--- src/acsf_pkg.sv ---
// Package: register map, field positions and reset values for the analog status block
package acsf_pkg;
    // Register byte addresses
    localparam logic [7:0] ACSF_STATUS_OFS = 8'h00;
    localparam logic [7:0] ACSF_CONTROL_OFS = 8'h04;
    localparam logic [7:0] ACSF_IRQ_STAT_OFS = 8'h08;
    localparam logic [7:0] ACSF_IRQ_MASK_OFS = 8'h0C;
    localparam logic [7:0] ACSF_CONFIG_OFS = 8'h10;
    // Status register fields
    localparam int ACSF_B_FLAG_BIT = 7;
    localparam int ACSF_A_FLAG_BIT = 6;
    localparam int ACSF_B_CLR_BIT = 5;
    localparam int ACSF_A_CLR_BIT = 4;
    localparam int ACSF_OFFSET_BIT = 3;
    localparam int ACSF_PIN_OE_BIT = 2;
    localparam int ACSF_B_LIVE_BIT = 1;
    localparam int ACSF_A_LIVE_BIT = 0;
    // Control register fields
    localparam int ACSF_CHG_MSB = 7;
    localparam int ACSF_CHG_LSB = 5;
    localparam int ACSF_SRC_EN_BIT = 4;
    localparam int ACSF_HOLD_BIT = 3;
    localparam int ACSF_DIFF_HOLD_BIT = 2;
    localparam int ACSF_CAPR_BIT = 1;
    localparam int ACSF_IRQEN_BIT = 0;
    // Irq status/mask fields
    localparam int ACSF_IRQ_A_BIT = 0;
    localparam int ACSF_IRQ_B_BIT = 1;
    // Config register fields
    localparam int ACSF_OPTION_BIT = 0;
    localparam int ACSF_DIR_BIT = 1;
    localparam int ACSF_DATA_BIT = 2;
    localparam int ACSF_LEVEL_BIT = 3;
    // Reset values, and the AHB NONSEQ transfer code
    localparam logic [7:0] ACSF_STATUS_RST = 8'h00;
    localparam logic [7:0] ACSF_CONTROL_RST = 8'h00;
    localparam logic [1:0] ACSF_IRQ_RST = 2'h0;
    localparam logic [3:0] ACSF_CONFIG_RST = 4'h0;
    localparam logic [1:0] ACSF_HTRANS_NONSEQ = 2'h2;
endpackage

--- src/acsf_reg_if.sv ---
// Interface: decoded register access from the bus slave to the register core
`timescale 1ns/1ps
`default_nettype none
interface acsf_reg_if;
    logic wr;
    logic rd;
    logic [7:0] addr;
    logic [31:0] wdata;
    logic [31:0] rdata;
    modport slave (output wr, output rd, output addr, output wdata, input rdata);
    modport core (input wr, input rd, input addr, input wdata, output rdata);
endinterface
`default_nettype wire

--- src/acsf_ahb_slave.sv ---
// AHB-Lite slave: zero-wait single word access into the register core
`timescale 1ns/1ps
`default_nettype none
module acsf_ahb_slave
    import acsf_pkg::*;
(
    input wire logic mclk_i,
    input wire logic rst_i,
    input wire logic hsel_i,
    input wire logic [31:0] haddr_i,
    input wire logic [1:0] htrans_i,
    input wire logic hwrite_i,
    input wire logic hready_i,
    input wire logic [31:0] hwdata_i,
    output logic [31:0] hrdata_o,
    acsf_reg_if.slave rif
);
    logic ph_wr_r;
    logic ph_rd_r;
    logic [7:0] ph_addr_r;
    wire take = hsel_i && hready_i && htrans_i[1];
    // Capture the address phase; data phase follows next cycle
    always_ff @(posedge mclk_i or posedge rst_i) begin
        if (rst_i) begin
            ph_wr_r <= 1'b0;
            ph_rd_r <= 1'b0;
            ph_addr_r <= 8'h00;
        end else begin
            ph_wr_r <= take && hwrite_i;
            ph_rd_r <= take && !hwrite_i;
            ph_addr_r <= take ? haddr_i[7:0] : ph_addr_r;
        end
    end
    // Write commits in the data phase; read data sampled combinationally
    assign rif.wr = ph_wr_r;
    assign rif.rd = ph_rd_r;
    assign rif.addr = ph_addr_r;
    assign rif.wdata = hwdata_i;
    assign hrdata_o = rif.rdata;
endmodule
`default_nettype wire

--- src/acsf_sync.sv ---
// Three-stage synchroniser with agreement filter for asynchronous inputs
`timescale 1ns/1ps
`default_nettype none
module acsf_sync (
    input wire logic mclk_i,
    input wire logic rst_i,
    input wire logic d_i,
    output logic q_o
);
    logic s1_r;
    logic s2_r;
    logic s3_r;
    // First stage is read only by the second
    always_ff @(posedge mclk_i or posedge rst_i) begin
        if (rst_i) begin
            s1_r <= 1'b0;
            s2_r <= 1'b0;
            s3_r <= 1'b0;
            q_o <= 1'b0;
        end else begin
            s1_r <= d_i;
            s2_r <= s1_r;
            s3_r <= s2_r;
            if (s2_r == s3_r) begin
                q_o <= s3_r;
            end
        end
    end
endmodule
`default_nettype wire

--- src/acsf_top.sv ---
// Analog comparator status and control register bank with AHB-Lite access
`timescale 1ns/1ps
`default_nettype none
module acsf_top
    import acsf_pkg::*;
(
    input wire logic mclk_i,
    input wire logic rst_i,
    input wire logic hsel_i,
    input wire logic [31:0] haddr_i,
    input wire logic [1:0] htrans_i,
    input wire logic [2:0] hsize_i,
    input wire logic hwrite_i,
    input wire logic hready_i,
    input wire logic [31:0] hwdata_i,
    output logic [31:0] hrdata_o,
    output logic hreadyout_o,
    output logic hresp_o,
    input wire logic cmp_a_i,
    input wire logic cmp_b_i,
    input wire logic capture_pin_i,
    output logic irq_o,
    output logic sample_offset_o,
    output logic pin_out_o,
    output logic charge_ctl_en_o,
    output logic [2:0] charge_ctl_o,
    output logic capture_src_o
);
    acsf_reg_if rif ();

    logic cmp_a_s;
    logic cmp_b_s;
    logic capture_pin_s;
    logic cmp_a_d_r;
    logic cmp_b_d_r;
    logic cmp_a_edge_flag_r;
    logic cmp_b_edge_flag_r;
    logic sample_offset_enable_r;
    logic cmp_a_pin_output_enable_r;
    logic [7:0] analog_control_r;
    logic [1:0] irq_stat_r;
    logic [1:0] irq_mask_r;
    logic [3:0] config_r;
    logic [31:0] rdata_r;

    // Bus slave front end
    acsf_ahb_slave u_bus (
        .mclk_i(mclk_i),
        .rst_i(rst_i),
        .hsel_i(hsel_i),
        .haddr_i(haddr_i),
        .htrans_i(htrans_i),
        .hwrite_i(hwrite_i),
        .hready_i(hready_i),
        .hwdata_i(hwdata_i),
        .hrdata_o(hrdata_o),
        .rif(rif)
    );

    // Comparator outputs are analog-domain, so synchronise first
    acsf_sync u_sync_a (
        .mclk_i(mclk_i),
        .rst_i(rst_i),
        .d_i(cmp_a_i),
        .q_o(cmp_a_s)
    );
    acsf_sync u_sync_b (
        .mclk_i(mclk_i),
        .rst_i(rst_i),
        .d_i(cmp_b_i),
        .q_o(cmp_b_s)
    );

    // External capture pin is asynchronous as well
    acsf_sync u_sync_cap (
        .mclk_i(mclk_i),
        .rst_i(rst_i),
        .d_i(capture_pin_i),
        .q_o(capture_pin_s)
    );

    // One address compare per register, qualified by the strobe
    function automatic logic reg_hit(input logic strobe, input logic [7:0] a, input logic [7:0] ofs);
        return strobe && (a == ofs);
    endfunction

    // Register write decode
    wire wr_status = reg_hit(rif.wr, rif.addr, ACSF_STATUS_OFS);
    wire wr_control = reg_hit(rif.wr, rif.addr, ACSF_CONTROL_OFS);
    wire wr_irq_stat = reg_hit(rif.wr, rif.addr, ACSF_IRQ_STAT_OFS);
    wire wr_irq_mask = reg_hit(rif.wr, rif.addr, ACSF_IRQ_MASK_OFS);
    wire wr_config = reg_hit(rif.wr, rif.addr, ACSF_CONFIG_OFS);
    wire option_on = config_r[ACSF_OPTION_BIT];

    // Edge detection on synchronised comparator outputs
    wire rise_a = cmp_a_s && !cmp_a_d_r;
    wire rise_b = cmp_b_s && !cmp_b_d_r;
    // A zero in a clear bit is no request at all
    wire clr_a = wr_status && rif.wdata[ACSF_A_CLR_BIT];
    wire clr_b = wr_status && rif.wdata[ACSF_B_CLR_BIT];

    // Set has priority, so an edge during a clear write is kept
    wire flag_a_nxt = rise_a | (cmp_a_edge_flag_r & ~clr_a);
    wire flag_b_nxt = rise_b | (cmp_b_edge_flag_r & ~clr_b);

    // Interrupt status sets on flag events, cleared by writing one
    wire [1:0] irq_ev = {rise_b, rise_a};
    wire [1:0] irq_clr = wr_irq_stat ? rif.wdata[1:0] : 2'h0;
    wire [1:0] irq_stat_nxt = irq_ev | (irq_stat_r & ~irq_clr);

    // Flags and edge history
    always_ff @(posedge mclk_i or posedge rst_i) begin
        if (rst_i) begin
            cmp_a_d_r <= 1'b0;
            cmp_b_d_r <= 1'b0;
            cmp_a_edge_flag_r <= 1'b0;
            cmp_b_edge_flag_r <= 1'b0;
        end else begin
            cmp_a_d_r <= cmp_a_s;
            cmp_b_d_r <= cmp_b_s;
            cmp_a_edge_flag_r <= flag_a_nxt;
            cmp_b_edge_flag_r <= flag_b_nxt;
        end
    end

    // Status control bits
    always_ff @(posedge mclk_i or posedge rst_i) begin
        if (rst_i) begin
            sample_offset_enable_r <= 1'b0;
            cmp_a_pin_output_enable_r <= 1'b0;
        end else if (wr_status) begin
            sample_offset_enable_r <= rif.wdata[ACSF_OFFSET_BIT];
            cmp_a_pin_output_enable_r <= rif.wdata[ACSF_PIN_OE_BIT];
        end
    end

    // Control, mask and configuration registers
    always_ff @(posedge mclk_i or posedge rst_i) begin
        if (rst_i) begin
            analog_control_r <= ACSF_CONTROL_RST;
            irq_mask_r <= ACSF_IRQ_RST;
            irq_stat_r <= ACSF_IRQ_RST;
            config_r <= ACSF_CONFIG_RST;
        end else begin
            analog_control_r <= wr_control ? rif.wdata[7:0] : analog_control_r;
            irq_mask_r <= wr_irq_mask ? rif.wdata[1:0] : irq_mask_r;
            irq_stat_r <= irq_stat_nxt;
            config_r <= wr_config ? rif.wdata[3:0] : config_r;
        end
    end

    // Effective option-gated offset and pin enables, plus hold, source enable and any-flag terms
    wire offset_eff = sample_offset_enable_r & option_on;
    wire pin_oe_eff = cmp_a_pin_output_enable_r & option_on;
    wire holds_clear = ~analog_control_r[ACSF_HOLD_BIT] & ~analog_control_r[ACSF_DIFF_HOLD_BIT];
    wire src_en = analog_control_r[ACSF_SRC_EN_BIT];
    wire flag_any = cmp_a_edge_flag_r | cmp_b_edge_flag_r;
    // Sticky masked events, or the enable-gated view of the edge flags
    wire irq_nxt = (|(irq_stat_r & irq_mask_r)) | (analog_control_r[ACSF_IRQEN_BIT] & flag_any);

    // Status register read image
    wire [7:0] status_img = {cmp_b_edge_flag_r, cmp_a_edge_flag_r,
        1'b0, 1'b0,
        offset_eff, pin_oe_eff,
        cmp_b_s, cmp_a_s};

    // Read mux
    always_comb begin
        case (rif.addr)
            ACSF_STATUS_OFS: rdata_r = {24'h00_0000, status_img};
            ACSF_CONTROL_OFS: rdata_r = {24'h00_0000, analog_control_r};
            ACSF_IRQ_STAT_OFS: rdata_r = {30'h0000_0000, irq_stat_r};
            ACSF_IRQ_MASK_OFS: rdata_r = {30'h0000_0000, irq_mask_r};
            ACSF_CONFIG_OFS: rdata_r = {28'h000_0000, config_r};
            default: rdata_r = 32'h0000_0000;
        endcase
    end
    assign rif.rdata = rdata_r;

    // Registered outputs
    always_ff @(posedge mclk_i or posedge rst_i) begin
        if (rst_i) begin
            irq_o <= 1'b0;
            sample_offset_o <= 1'b0;
            pin_out_o <= 1'b0;
            charge_ctl_en_o <= 1'b0;
            charge_ctl_o <= 3'h0;
            capture_src_o <= 1'b0;
        end else begin
            irq_o <= irq_nxt;
            sample_offset_o <= offset_eff & holds_clear;
            // Pin drive ORs data and level in either direction; the comparator term only when the direction is output
            pin_out_o <= config_r[ACSF_DATA_BIT] | config_r[ACSF_LEVEL_BIT]
                | (pin_oe_eff & config_r[ACSF_DIR_BIT] & cmp_a_s);
            charge_ctl_en_o <= src_en;
            charge_ctl_o <= src_en ? analog_control_r[ACSF_CHG_MSB:ACSF_CHG_LSB] : 3'h0;
            capture_src_o <= analog_control_r[ACSF_CAPR_BIT] ? cmp_b_edge_flag_r : capture_pin_s;
        end
    end

    assign hreadyout_o = 1'b1;
    assign hresp_o = 1'b0;
endmodule
`default_nettype wire

--- config.mk ---
export PLATFORM = sky130hd
export DESIGN_NAME = acsf_top
export DESIGN_NICKNAME = d
export VERILOG_FILES = /design/src/acsf_pkg.sv /design/src/acsf_reg_if.sv /design/src/acsf_ahb_slave.sv /design/src/acsf_sync.sv /design/src/acsf_top.sv
export SDC_FILE = /design/constraint.sdc
export NUM_CORES = 1
export LEC_CHECK = 0
export ABC_AREA = 0
export BUFFER_PORTS_ARGS = -buffer_cell sky130_fd_sc_hd__buf_4
export CORE_AREA = 2 2 72 74
export DETAILED_ROUTE_END_ITERATION = 8
export DIE_AREA = 0 0 74 76
export HOLD_SLACK_MARGIN = 0.15
export PLACE_DENSITY = 0.83
export REMOVE_ABC_BUFFERS = 1
export SETUP_SLACK_MARGIN = 0.05
export SLEW_MARGIN = 20
export SYNTH_ARGS = -nofsm -noshare
export SYNTH_HDL_FRONTEND = slang
export SYNTH_SLANG_ARGS = --single-unit
--- constraint.sdc ---
create_clock -name mclk_i -period 3 [get_ports mclk_i]
set_input_delay 0.6 -clock mclk_i [delete_from_list [all_inputs] [get_ports mclk_i]]
set_output_delay 0.6 -clock mclk_i [all_outputs]
set_load 0.02 [all_outputs]
### Word-level counts from Yosys, hierarchy flattened

Cells that the tools add are included.

| storage, ports and cells | value |
|---|---|
| flip-flop bits (word level) | 51 |
| input port bits | 77 |
| output and inout port bits | 42 |
| word-level logic and storage cells | 80 |

| operators by class | value |
|---|---|
| equal/unequal tests | 7 |
| muxes and demuxes | 4 |
| bitwise logic cells | 23 |
| reductions and logical operators | 16 |

Operators with widths:

| cell | number |
|---|---|
| $pmux W8 S5 | 1 |
| $eq A8 B4 Y1 const B | 2 |
| $logic_and A1 B1 Y1 | 12 |
| $and A1 B1 Y1 | 9 |
| $eq A8 B3 Y1 const B | 1 |
| $eq A8 B5 Y1 const B | 1 |
| $logic_not A8 Y1 | 1 |
| $or A1 B1 Y1 | 6 |
| $and A2 B2 Y2 | 2 |
| $not A1 Y1 | 4 |
| $eq A1 B1 Y1 | 3 |
| $mux W3 | 1 |
| $logic_not A1 Y1 | 2 |
| $mux W2 | 1 |
| $not A2 Y2 | 1 |
| $or A2 B2 Y2 | 1 |
| $reduce_or A2 Y1 | 1 |
| $mux W1 | 1 |

### Depth between registers and ports, before layout

| logic depth | value |
|---|---|
| depth after elaboration | 6 |
| gate-level depth with buffers | 4 |
| mapped depth without buffers | 3 |

### Cells and area by module

Synthesis repeated with hierarchy kept, for this count alone.

| second synthesis, totals | value |
|---|---|
| cell total of the unflattened synthesis | 219 |
| area, all modules | 2598.7 um^2 |

Modules (own cells, without submodules):

| module | instances | cells each | area each (um^2) | seq. area each (um^2) |
|---|---|---|---|---|
| acsf_top | 1 | 114 | 1400.1 | 750.7 |
| acsf_ahb_slave | 1 | 87 | 853.3 | 250.2 |
| acsf_sync | 3 | 6 | 115.1 | 100.1 |

### Least setup slack after synthesis

Ideal clock, no wire load.

| path | value |
|---|---|
| kind | register to output |
| start point | register u_bus.ph_addr_r[5] (netlist: u_bus.rif.addr[5]) |
| end point | output hrdata_o[6] |
| arrival | 1733 ps |
| setup slack | 667 ps |
| cell stages (with the launch flop) | 4 |
| buffers on the path | 0 |
| cell sequence | dfrtp_1 -> nor4_1 -> nand2b_1 -> nor4_1 |

| on the way | value |
|---|---|
| word-level cells in the longest chain between the ends | 2 |
| elaborated cells on any way between the ends | 6 |
| those cells by class | eq/ne: 4; mux: 1; reduce/logical: 1 |

RTL lines:

| what | RTL line | RTL |
|---|---|---|
| start: declaration | acsf_ahb_slave.sv:20 | `logic [7:0] ph_addr_r;` |
| start signal: assignment | acsf_ahb_slave.sv:31 | `ph_addr_r <= take ? haddr_i[7:0] : ph_addr_r;` |
| $eq A8 B5 Y1 (tied with other cells) | acsf_top.sv:169 | `case (rif.addr)` |
| $pmux W8 S5 * | acsf_top.sv:169 |  |
| end: declaration | acsf_top.sv:16 | `output logic [31:0] hrdata_o,` |

Every way passes the cells marked *; elsewhere a longest branch is shown, timed or not.

### Final worst setup path

| path | value |
|---|---|
| start point | register u_bus.ph_addr_r[2] (netlist: u_bus.rif.addr[2]) |
| end point | output hrdata_o[3] |

Same word-level chain as after synthesis.

==> results_dict.tcl <==
set metrics [dict create \
    max-cap-violations 0 \
    drive_gt1_share_pct 35.6 \
    core_area_mm2 0.00491 \
    finalWirelength_um 3980 \
    synth_compound_area_share_pct 4.08 \
    ctsHtreeMaxLevel 2 \
    regToRegSetupSlack_ps 840 \
    netlist_area_mm2 0.00227 \
    status "complete, no violations" \
    synthFlopType "dfrtp_1" \
    fin_crit_sh_pct 88.8 \
    holdPathStages 0 \
    clock-root-buffer "clkbuf_8" \
    port-buffer-count 40 \
    clkLatencyLatePin_ps 300 \
    io_pins 119 \
    wl_per_cell_um 13.5 \
    fin_tns_setup_ps 0 \
    rows 26 \
    critPathArrivalTime_ps 2060 \
    synthMuxAreaShare_pct 15.3 \
    max_slew.worst_pin.slew_ps 834 \
    finalSetupViolCount 0 \
    synth-seq-cells 51 \
    viasPerCell 4.94 \
    worst_setup_path_start_kind "register" \
    dpl_cell_area_mm2 0.00255 \
    cts_sinks 51 \
    hold_viol 0 \
    synthesis.area_per_instance_um2 12.5 \
    vdd.ir_drop.worst_uv 262 \
    finish.net_count 301 \
    clk_pin_slew_ps 70 \
    fmax_mhz 375 \
    r2r-end "analog_control_r[4]$_DFFE_PP0P_" \
    postCtsResizedCells 0 \
    cts_tree "yes" \
    grt_max_degree 52 \
    relSlewSlack_pct 44.3 \
    synthXorXnorAreaFrac_pct 0 \
    ys.warnings.count 0 \
    postCtsHoldBufs 0 \
    syn2layout_area_growth_pct 16.9 \
    antenna_found_initial 0 \
    post-place-ws_ps 657 \
    slew_violations 0 \
    routabilityCongestion 0.844 \
    synth-edff-count 0 \
    min_from "u_sync_a.s1_r$_DFF_PP0_" \
    fin_total_pwr_mw 1.43 \
    crit_type "register to output port" \
    hold-path-endpoint "u_sync_a.s2_r$_DFF_PP0_" \
    fin_area_mm2 0.00265 \
    drt_first_pass_iters 4 \
    cp-end-kind "output port" \
    worstPathRequired_ps 2400 \
    fillCellCount 435 \
    ys_seq_area_share_pct 56.2 \
    diodes 0 \
    grt_pass1_vias 1373 \
    synth_cells 181 \
    drtIter0Drc 109 \
    synth.distinct_cells 35 \
    detail-route-antenna-nets 0 \
    grt_pass1_wl_um 6490 \
    start_util_pct 46.2 \
    grt_use_total_pct 15.3 \
    p_per_area_mw_per_mm2 540 \
    synth_top_family_by_area "multiplexers" \
    dr_total_vias 1458 \
    cts_made_buffers 5 \
    dieArea_mm2 0.00562 \
    reg2reg_depth 3 \
    postCtsSetupRepairBufs 0 \
    fin_util_pct 54.0 \
    rsz0062_at_grt "no" \
    synth-adder-area-share_pct 1.32 \
    die_w_um 74 \
    synth_simple_gate_area_share_pct 12.8 \
    layout_commonest_cell "dfrtp_1" \
    layout.cells.most_common_list "dfrtp_1 (51), buf_4 (42), conb_1 (26)" \
    p_leak_nw 1.23 \
    cts_buffer_depth 2 \
    hp-class "register to register" \
    grt-ovfl-total 0 \
    clock_skew_ps 11.4 \
    async_flop_share_pct 100 \
    fin_ws_ps 336 \
    worstReg2RegStart "u_bus.rif.addr[2]$_DFFE_PP0P_" \
    dp_hpwl_um 2850 \
    fp.dieH_um 76 \
    remaining_drc_errors 0 \
    min_period_ps 2660 \
    critPathMaxFanout 13 \
]
layer usage:
layer  wire length, µm  share of wire [%]  track usage [%]
met1              1710                 43             20.0
met2              1940                 49             23.3
met3               287                7.2             5.29
met4                48                1.2             6.00
met5                 0                  0                0
logic make-up (layout without fill, tap and decap cells):
group                      count (synthesis)  count (layout)
and+or+nand+nor                           46              46
other                                      2              26
adders and majority gates                  3               3
buffers and inverters                     34              54
DFF                                       51              51
AOI/OAI and AO/OA                         14              14
muxes                                     31              31
cell usage after synthesis (all sizes together) (2+ instances only):
master | instances | area share (%)
a21o | 2 | 0.66
a21oi | 4 | 0.88
a22oi | 3 | 0.99
a31oi | 2 | 0.55
and2 | 3 | 0.83
and3 | 2 | 0.55
buf | 27 | 8.8
clkbuf | 3 | 0.50
conb | 2 | 0.33
dfrtp | 51 | 56
inv | 4 | 0.66
maj3 | 3 | 1.3
mux2 | 29 | 14
mux2i | 2 | 0.88
nand2 | 10 | 1.7
nand2b | 3 | 0.83
nand3 | 3 | 0.66
nand3b | 2 | 0.66
nand4 | 2 | 0.55
nor2 | 5 | 0.83
nor2b | 4 | 1.1
nor3 | 2 | 0.66
nor4 | 4 | 1.8
o41ai | 2 | 0.77
worst max-delay path, cell delays in order, from the launching register on:
cell     delay (ps)
dfrtp_1         630
nor3b_1         650
nand2_1         130
a21oi_1         190
buf_4           170
per-stage QoR:
step | hold slack (ps) | cells
after CTS | 361 | 295
after floorplan | 331 | 175
final | 354 | 295
after detailed placement | 342 | 287
after global routing | 364 | 295
after global placement | 332 | 287
cell type report:
cell class,count,area (µm²),area share (%)
well taps,70,87.6,3.30
clock buffers,8,100,3.77
repair buffers,42,315,11.9
inverters,4,16.3,0.613
multi-input cells,120,857,32.3
flip-flops and latches,51,1280,48.1
sequential cells by signal, indices dropped and copies added (netlist names), 2 cells and up:
register and flops:
irq_mask_r 2, irq_stat_r 2, charge_ctl_o 3, config_r 4
analog_control_r 8, u_bus.rif.addr 8
worst max path at each step:
| stage | slack (ps) | depth (start not counted) | startpoint | end |
|---|---|---|---|---|
| detailed placement | 660 | 4 | u_bus.rif.addr[2]$_DFFE_PP0P_ | hrdata_o[3] |
| floorplan | 670 | 3 | u_bus.rif.addr[5]$_DFFE_PP0P_ | hrdata_o[6] |
| global route | 220 | 4 | u_bus.rif.addr[2]$_DFFE_PP0P_ | hrdata_o[3] |
| CTS | 320 | 4 | u_bus.rif.addr[2]$_DFFE_PP0P_ | hrdata_o[3] |
| global placement | 750 | 4 | u_bus.rif.addr[2]$_DFFE_PP0P_ | hrdata_o[3] |
| finish | 340 | 4 | u_bus.rif.addr[2]$_DFFE_PP0P_ | hrdata_o[3] |
power breakdown:
part,internal [mW],switching [mW],leakage (nW)
combinational,0.101,0.119,0.575
sequential,0.740,0.0549,0.604
clock,0.210,0.207,0.0515
total,1.05,0.380,1.23
Power figures use the tool's default switching activity.
